--- src/design/osp_pkg.sv ---
package osp_pkg;

  // register map of the plain register port
  localparam logic [3:0] OSP_POWER_CONTROL_REGISTER_ADDR   = 4'h0;
  localparam logic [3:0] OSP_STATUS_ADDR = 4'h1;
  localparam int         OSP_DATA_W      = 8;

  // power control register fields and reset value
  localparam int         OSP_IDLE_BIT   = 0;
  localparam int         OSP_PD_BIT     = 1;
  localparam int         OSP_SLOW_BIT   = 4;
  localparam logic [7:0] OSP_POWER_CONTROL_REGISTER_RESET = 8'h00;
  localparam logic [7:0] OSP_SLOW_CLR   = 8'hEF;

  // status register fields
  localparam int OSP_ST_RC_BIT    = 0;
  localparam int OSP_ST_RST_BIT   = 1;
  localparam int OSP_ST_OK_BIT    = 2;
  localparam int OSP_ST_PD_BIT    = 3;
  localparam int OSP_ST_WAKE_BIT  = 4;

  // timing: reference clock 10 MHz, stabilisation 1 ms
  localparam int OSP_CLK_KHZ       = 10000;
  localparam int OSP_STAB_TIME_US  = 1000;
  localparam int OSP_STAB_CYCLES   = (OSP_STAB_TIME_US * OSP_CLK_KHZ + 999) / 1000;

  // slow-down divides the internal clock by this figure
  localparam int         OSP_SLOW_DIV  = 32;
  localparam logic [4:0] OSP_SLOW_LAST = 5'h1F;

  // rc ticks per comparison window
  localparam int OSP_CMP_WIN = 16;

  typedef enum logic [2:0] {
    OSP_FAIL,
    OSP_STAB,
    OSP_RUN,
    OSP_PD,
    OSP_WAKE_WAIT,
    OSP_WAKE_STAB
  } osp_state_t;

endpackage

--- src/design/osp_cmp_if.sv ---
`timescale 1ns/1ps
interface osp_cmp_if;
  logic halt;
  logic main_ok;

  modport mon (
    input  halt,
    output main_ok
  );
  modport ctl (
    output halt,
    input  main_ok
  );
endinterface

--- src/design/osp_freq_cmp.sv ---
`timescale 1ns/1ps
// counts main oscillator ticks over a window of rc ticks; main is good
// only when it produced more ticks than the rc oscillator did
module osp_freq_cmp
  import osp_pkg::*;
#(
  parameter int WIN = OSP_CMP_WIN
) (
  input  wire logic ref_clk,
  input  wire logic rst,
  input  wire logic rc_tick,
  input  wire logic main_tick,
  osp_cmp_if.mon    cmp
);
  localparam int RW = $clog2(WIN);
  localparam int MW = RW + 2;
  localparam logic [RW-1:0] RC_LAST  = RW'(WIN - 1);
  localparam logic [MW-1:0] MAIN_MAX = {MW{1'b1}};
  localparam logic [MW-1:0] MAIN_MIN = MW'(WIN);

  logic [RW-1:0] rc_cnt;
  logic [MW-1:0] main_cnt;
  logic          win_end;

  assign win_end = rc_tick && (rc_cnt == RC_LAST);

  always_ff @(posedge ref_clk) begin
    if (rst || cmp.halt) begin
      rc_cnt <= '0;
    end else if (rc_tick) begin
      rc_cnt <= rc_cnt + RW'(1);
    end
  end

  // saturating, so a very fast main clock never wraps into a false fail
  always_ff @(posedge ref_clk) begin
    if (rst || cmp.halt || win_end) begin
      main_cnt <= '0;
    end else if (main_tick && main_cnt != MAIN_MAX) begin
      main_cnt <= main_cnt + MW'(1);
    end
  end

  always_ff @(posedge ref_clk) begin
    if (rst || cmp.halt) begin
      cmp.main_ok <= 1'b0;
    end else if (win_end) begin
      cmp.main_ok <= (main_cnt > MAIN_MIN);
    end
  end
endmodule

--- src/design/osc_supervisor_power_modes.sv ---
// Functional notes
// - main clock slower than rc: run from rc and hold reset
// - main faster again: keep reset about 1 ms more, then release
// - after power-on the reset sequence runs from rc, same switch-over
// - wake-up interrupt starts only once main clock runs at nominal rate
// - power-down halts both oscillators; wake-up restarts both
// - after wake, main above rc, wait about 1 ms before executing
// - supervisor always active, no control disables it; the code pauses the comparator in power-down
// - idle stops cpu clock, peripherals keep running
// - value 01 enters idle; enabled interrupt or reset leaves it
// - slow-down divides cpu and peripheral clock by 32
// - value 10 enters slow-down; mask 0EF or reset leaves it
// - value 02 enters power-down; reset or wake pulse leaves it
// - ram and register contents kept through power-down
`timescale 1ns/1ps
module osc_supervisor_power_modes
  import osp_pkg::*;
#(
  parameter int STAB_CYCLES = OSP_STAB_CYCLES,
  parameter int CMP_WIN     = OSP_CMP_WIN
) (
  input  wire logic                  ref_clk,
  input  wire logic                  rst,
  input  wire logic                  rc_tick,
  input  wire logic                  main_tick,
  input  wire logic                  external_wake_pin_n,
  input  wire logic                  irq_pending,
  input  wire logic [3:0]            addr,
  input  wire logic [OSP_DATA_W-1:0] wdata,
  input  wire logic                  wr,
  input  wire logic                  rd,
  output logic      [OSP_DATA_W-1:0] rdata,
  output logic                       clk_sel_rc,
  output logic                       sys_reset,
  output logic                       rc_osc_run,
  output logic                       main_osc_run,
  output logic                       cpu_clk_en,
  output logic                       periph_clk_en,
  output logic                       wake_irq
);
  localparam int CW = $clog2(STAB_CYCLES + 1);
  localparam logic [CW-1:0] STAB_LAST = CW'(STAB_CYCLES - 1);

  osp_state_t           state;
  osp_state_t           next_state;
  logic [CW-1:0]        stab_cnt;
  logic [4:0]           div_cnt;
  logic [7:0]           power_control_register;
  logic                 power_control_register_wr;
  logic                 slow_pulse;
  logic                 base_en;
  logic                 stab_done;
  logic                 main_ok;

  osp_cmp_if cmp ();

  osp_freq_cmp #(
    .WIN (CMP_WIN)
  ) u_cmp (
    .ref_clk   (ref_clk),
    .rst       (rst),
    .rc_tick   (rc_tick),
    .main_tick (main_tick),
    .cmp       (cmp.mon)
  );

  // the comparator is only paused while its oscillators are stopped;
  // there is deliberately no software path to this signal
  assign cmp.halt = (state == OSP_PD);
  assign main_ok  = cmp.main_ok;

  function automatic logic in_stab(input osp_state_t s);
    in_stab = (s == OSP_STAB) || (s == OSP_WAKE_STAB);
  endfunction

  assign stab_done = (stab_cnt == STAB_LAST);
  assign power_control_register_wr   = wr && (addr == OSP_POWER_CONTROL_REGISTER_ADDR);

  // ---------------------------------------------------------------
  // supervision state machine
  always_comb begin
    next_state = state;
    case (state)
      OSP_FAIL: begin
        if (main_ok) begin
          next_state = OSP_STAB;
        end
      end
      OSP_STAB: begin
        if (!main_ok) begin
          next_state = OSP_FAIL;
        end else if (stab_done) begin
          next_state = OSP_RUN;
        end
      end
      OSP_RUN: begin
        if (!main_ok) begin
          next_state = OSP_FAIL;
        end else if (power_control_register[OSP_PD_BIT]) begin
          next_state = OSP_PD;
        end
      end
      OSP_PD: begin
        if (!external_wake_pin_n) begin
          next_state = OSP_WAKE_WAIT;
        end
      end
      OSP_WAKE_WAIT: begin
        if (main_ok) begin
          next_state = OSP_WAKE_STAB;
        end
      end
      OSP_WAKE_STAB: begin
        if (!main_ok) begin
          next_state = OSP_WAKE_WAIT;
        end else if (stab_done) begin
          next_state = OSP_RUN;
        end
      end
      default: begin
        next_state = OSP_FAIL;
      end
    endcase
  end

  // power-on starts in the fail state so the rc clock drives reset
  always_ff @(posedge ref_clk) begin
    if (rst) begin
      state <= OSP_FAIL;
    end else begin
      state <= next_state;
    end
  end

  // a drop of main_ok restarts the full stabilisation time
  always_ff @(posedge ref_clk) begin
    if (rst || !in_stab(state) || !main_ok) begin
      stab_cnt <= '0;
    end else if (!stab_done) begin
      stab_cnt <= stab_cnt + CW'(1);
    end
  end

  // ---------------------------------------------------------------
  // clock source, reset and oscillator enables
  always_ff @(posedge ref_clk) begin
    if (rst) begin
      clk_sel_rc <= 1'b1;
      sys_reset  <= 1'b1;
    end else begin
      clk_sel_rc <= (next_state == OSP_FAIL) || (next_state == OSP_WAKE_WAIT);
      sys_reset  <= (next_state == OSP_FAIL) || (next_state == OSP_STAB);
    end
  end

  always_ff @(posedge ref_clk) begin
    if (rst) begin
      rc_osc_run   <= 1'b1;
      main_osc_run <= 1'b1;
    end else begin
      rc_osc_run   <= (next_state != OSP_PD);
      main_osc_run <= (next_state != OSP_PD);
    end
  end

  // wake interrupt fires once, only at the end of a wake stabilisation (OSP_WAKE_STAB to OSP_RUN)
  always_ff @(posedge ref_clk) begin
    if (rst) begin
      wake_irq <= 1'b0;
    end else begin
      wake_irq <= (state == OSP_WAKE_STAB) && (next_state == OSP_RUN);
    end
  end

  // ---------------------------------------------------------------
  // power control register; a software write wins over a hardware clear
  // nothing but a write, reset or exit clear touches it, so power-down keeps it
  always_ff @(posedge ref_clk) begin
    if (rst || sys_reset) begin
      power_control_register <= OSP_POWER_CONTROL_REGISTER_RESET;
    end else if (power_control_register_wr) begin
      power_control_register <= wdata;
    end else begin
      if (irq_pending) begin
        power_control_register[OSP_IDLE_BIT] <= 1'b0;
      end
      if (state == OSP_PD && next_state == OSP_WAKE_WAIT) begin
        power_control_register[OSP_PD_BIT] <= 1'b0;
      end
    end
  end

  // ---------------------------------------------------------------
  // slow-down divider; free running so the pulse spacing is exact
  always_ff @(posedge ref_clk) begin
    if (rst) begin
      div_cnt <= '0;
    end else begin
      div_cnt <= div_cnt + 5'h01;
    end
  end

  assign slow_pulse = (div_cnt == OSP_SLOW_LAST);
  assign base_en    = power_control_register[OSP_SLOW_BIT] ? slow_pulse : 1'b1;

  always_ff @(posedge ref_clk) begin
    if (rst) begin
      cpu_clk_en    <= 1'b0;
      periph_clk_en <= 1'b0;
    end else begin
      cpu_clk_en    <= (state == OSP_RUN) && base_en &&
                       !power_control_register[OSP_IDLE_BIT] &&
                       !power_control_register[OSP_PD_BIT];
      periph_clk_en <= (state == OSP_RUN) && base_en &&
                       !power_control_register[OSP_PD_BIT];
    end
  end

  // ---------------------------------------------------------------
  // read port, data valid in the cycle after rd
  always_ff @(posedge ref_clk) begin
    if (rst) begin
      rdata <= '0;
    end else if (rd) begin
      case (addr)
        OSP_POWER_CONTROL_REGISTER_ADDR: begin
          rdata <= power_control_register;
        end
        OSP_STATUS_ADDR: begin
          rdata                  <= '0;
          rdata[OSP_ST_RC_BIT]   <= clk_sel_rc;
          rdata[OSP_ST_RST_BIT]  <= sys_reset;
          rdata[OSP_ST_OK_BIT]   <= main_ok;
          rdata[OSP_ST_PD_BIT]   <= (state == OSP_PD);
          rdata[OSP_ST_WAKE_BIT] <= (state == OSP_WAKE_WAIT) || (state == OSP_WAKE_STAB);
        end
        default: begin
          rdata <= '0;
        end
      endcase
    end else begin
      rdata <= '0;
    end
  end
endmodule

--- config.mk ---
export PLATFORM = sky130hd
export DESIGN_NAME = osc_supervisor_power_modes
export DESIGN_NICKNAME = d
export VERILOG_FILES = /design/src/design/osp_pkg.sv /design/src/design/osp_cmp_if.sv /design/src/design/osp_freq_cmp.sv /design/src/design/osc_supervisor_power_modes.sv
export SDC_FILE = /design/constraint.sdc
export NUM_CORES = 1
export LEC_CHECK = 0
export ABC_AREA = 1
export ABC_CLOCK_PERIOD_IN_PS = 2900
export BUFFER_PORTS_ARGS = -buffer_cell sky130_fd_sc_hd__buf_2
export CELL_PAD_IN_SITES_DETAIL_PLACEMENT = 0
export CELL_PAD_IN_SITES_GLOBAL_PLACEMENT = 1
export CORE_ASPECT_RATIO = 1.75
export CORE_MARGIN = 4
export CORE_UTILIZATION = 42
export DETAILED_ROUTE_END_ITERATION = 10
export GPL_TIMING_DRIVEN = 0
export PLACE_DENSITY = 0.85
export SLEW_MARGIN = 20
export SYNTH_ARGS = -nofsm -noshare
export SYNTH_HDL_FRONTEND = slang
export SYNTH_HIERARCHICAL = 1
export SYNTH_SLANG_ARGS = --single-unit
--- constraint.sdc ---
create_clock -name ref_clk -period 2.9 [get_ports ref_clk]
set_input_delay 0 -clock ref_clk [delete_from_list [all_inputs] [get_ports ref_clk]]
set_output_delay 0 -clock ref_clk [all_outputs]
set_load 0.02 [all_outputs]
==> metrics <==
crit-path max FO 9; Cell Area, Synth approximately 2400 um^2; IO buf count 34; met3 Use GR 0.0229; Worst-path clk slew approximately 0.09 ns; register area share after synthesis 0.459; ANT nets after route 0; Synth Net Count ~360; most common cell after layout, fill and taps aside nand2_1; nature of the critical path startpoint primary input; worst vdd ir between 0.4 and 0.5 mV; io pins 35; # rows 36; post-route setup slack about 1.2 ns; worst slew pin tran 0.347 ns; total CTS buffers 5; clock power share 0.417; core area 5540 um^2; synth unique cells 28; syn_area_per_cell a little over 7 um^2; Root Buffer clkbuf_8; largest net degree at the start of global routing 18; Die X roughly 65 um; Crit. End Element flop; Hold Path Sink u_cmp/main_cnt[0]; Worst Skew 0.00826 ns; Reg2Reg Setup Slack 1.25 ns; GRT Util Overall 0.162; Final nets just over 400; RSZ-0062 raised after global routing no; max-slew violation count 0; CP Data Arrival Time about 1.9 ns; most frequent cells in the layout 76 x nand2_1, 55 x dfxtp_1, 42 x nor2_1; post-detail-place hpwl 3980 um; Mapped Cells 330; period utilization 0.574; P_sw 293 uW; DRT iter0 DRCs 97; via/cell ratio 4.73; fillers around 570; final worst path period need roughly 1.7 ns; M2 GR Usage 0.320; WL/cell 11.3 um; Die H 108 um; met1 usage 0.167; Pint between 1000 and 1500 uW; CTS resizes 0; first-pass GRT wire length 8990 um; WS Path Type in -> reg; CTS Sinks between 50 and 60; hold path start main_tick; Sw Ratio 0.205; initial antenna violation count 0; Die ar. 7030 um^2; status complete, no violations; gpl congestion about 0.83; R2R cell count 7; Clock Path Buffers 2; share of cells above drive strength 1 0.161; Pre-Repair DR Iteration Count 4; Clock Latency Late Sink between 0.3 and 0.4 ns; GRT Max-Usage Layer met2; grt total ovfl 0; slew margin rel. 0.767; Highest Clock Rate between 600 and 700 MHz; Req. time, crit path about 3.2 ns; Reg-to-Reg End u_cmp/rc_cnt[0]; ANT cells 0; Min-Delay Path Class in -> reg; MaxCap Viol Count 0; endpoints failing hold 0; Util after Layout 0.527; Post-CTS Hold Buffers 12; Yosys reg bits between 50 and 60; DP Worst Slack approximately 1.4 ns; PD cells a little under 500 nW/um^2; Post-Route WL roughly 5200 um; TritonCTS clock tree done; drc violations 0; TNS Setup 0 ns; Final Setup Violations 0; vias in the first global route between 2000 and 2500; Setup Fix Bufs, Post-CTS 0; routed via count 2178; sequential power share 0.537; RR Startpoint state[2]; Lkg Pwr 0.00122 uW; H-tree Lvls 2; Syn-to-layout area delta 21.7%; Starting Density 0.433; Hold Crit Depth 3; part of the power in combinational logic 0.045; total of warnings raised by yosys 6
## sequential cells by signal, summed over array words and instances (netlist names)
signal	count
u_cmp/cmp.main_ok	1
rdata	8
sys_reset	1
periph_clk_en	1
clk_sel_rc	1
stab_cnt	14
u_cmp/main_cnt	6
cpu_clk_en	1
u_cmp/rc_cnt	4
main_osc_run	1
wake_irq	1
div_cnt	5
state	3
power_control_register	8
## worst max path at each step
| stage | from | end | slack, ns |
|---|---|---|---|
| 3_3_place_gp | stab_cnt[0] | main_osc_run | 1.43 |
| 2_1_floorplan | stab_cnt[0] | wake_irq | 1.63 |
| 6_report | rst | power_control_register[0] | 1.24 |
| 3_5_place_dp | stab_cnt[0] | stab_cnt[12] | 1.40 |
| 4_1_cts | state[2] | u_cmp/rc_cnt[0] | 1.26 |
| 5_1_grt | state[2] | u_cmp/rc_cnt[0] | 1.01 |
## metal layers
layer | up-vias | routed length (um)
met5 | - | 0
met4 | 0 | 99
met3 | 8 | 155
met2 | 30 | 2880
met1 | 981 | 2060
li1 | 1159 | -
## power by group through the flow
stage               clock [uW]  sequential, uW  combinational (uW)
floorplan                    0             786                30.1
finish                     598             770                65.1
detailed placement           0             787                53.8
global placement             0             787                52.0
CTS                        615             770                65.7
global route               642             771                76.3
## area by class of cell
class                      instances  area (um^2)  share of cell area
buffer                             4         25.0             0.00857
clock buffer                       5         68.8              0.0236
clock inverter                     3         67.6              0.0231
inverter                          45          169              0.0578
multi-input combinational        226         1100               0.378
sequential                        55         1100               0.377
tap                               76         95.1              0.0325
timing repair buffer              46          290              0.0994
## synthesized netlist by cell type (all sizes together)
master / count / area (um^2)
buf: 4 / 25.0
nand3: 16 / 80.1
a31oi: 2 / 12.5
or2: 2 / 12.5
nand3b: 3 / 22.5
nor3: 10 / 60.1
nor2: 45 / 181
xnor2: 1 / 8.76
ha: 6 / 75.1
dfxtp: 55 / 1100
xor2: 2 / 17.5
nor4: 1 / 6.26
inv: 45 / 169
nand2: 81 / 327
a21oi: 34 / 170
nand4: 5 / 31.3
a211oi: 1 / 12.5
o21ai: 16 / 80.1
nor3b: 1 / 7.51
## per-stage QoR
step                      power [uW]  cells  instance area [um^2]  hold WS (ns)
after floorplan                  816    330                  2400         0.135
after global placement           839    440                  2670         0.266
after detailed placement         841    440                  2670         0.267
after CTS                       1450    460                  2920        0.0132
after global routing            1490    460                  2920        0.0206
final                           1430    460                  2920        0.0166
## critical path, stage by stage
cell,delay (ns)
dlygate4sd3_1,0.52
buf_2,0.12
buf_2,0.17
nor2_1,0.22
inv_1,0.16
a21oi_1,0.15
dlygate4sd3_1,0.57
## logic make-up after synthesis
group | Yosys count | synth area share
compound gates | 53 | 0.115
xor+xnor | 3 | 0.0110
fa+ha+maj | 6 | 0.0313
buf+inv | 49 | 0.0808
flops | 55 | 0.459
simple gates | 164 | 0.303
Power figures use the tool's default switching activity.
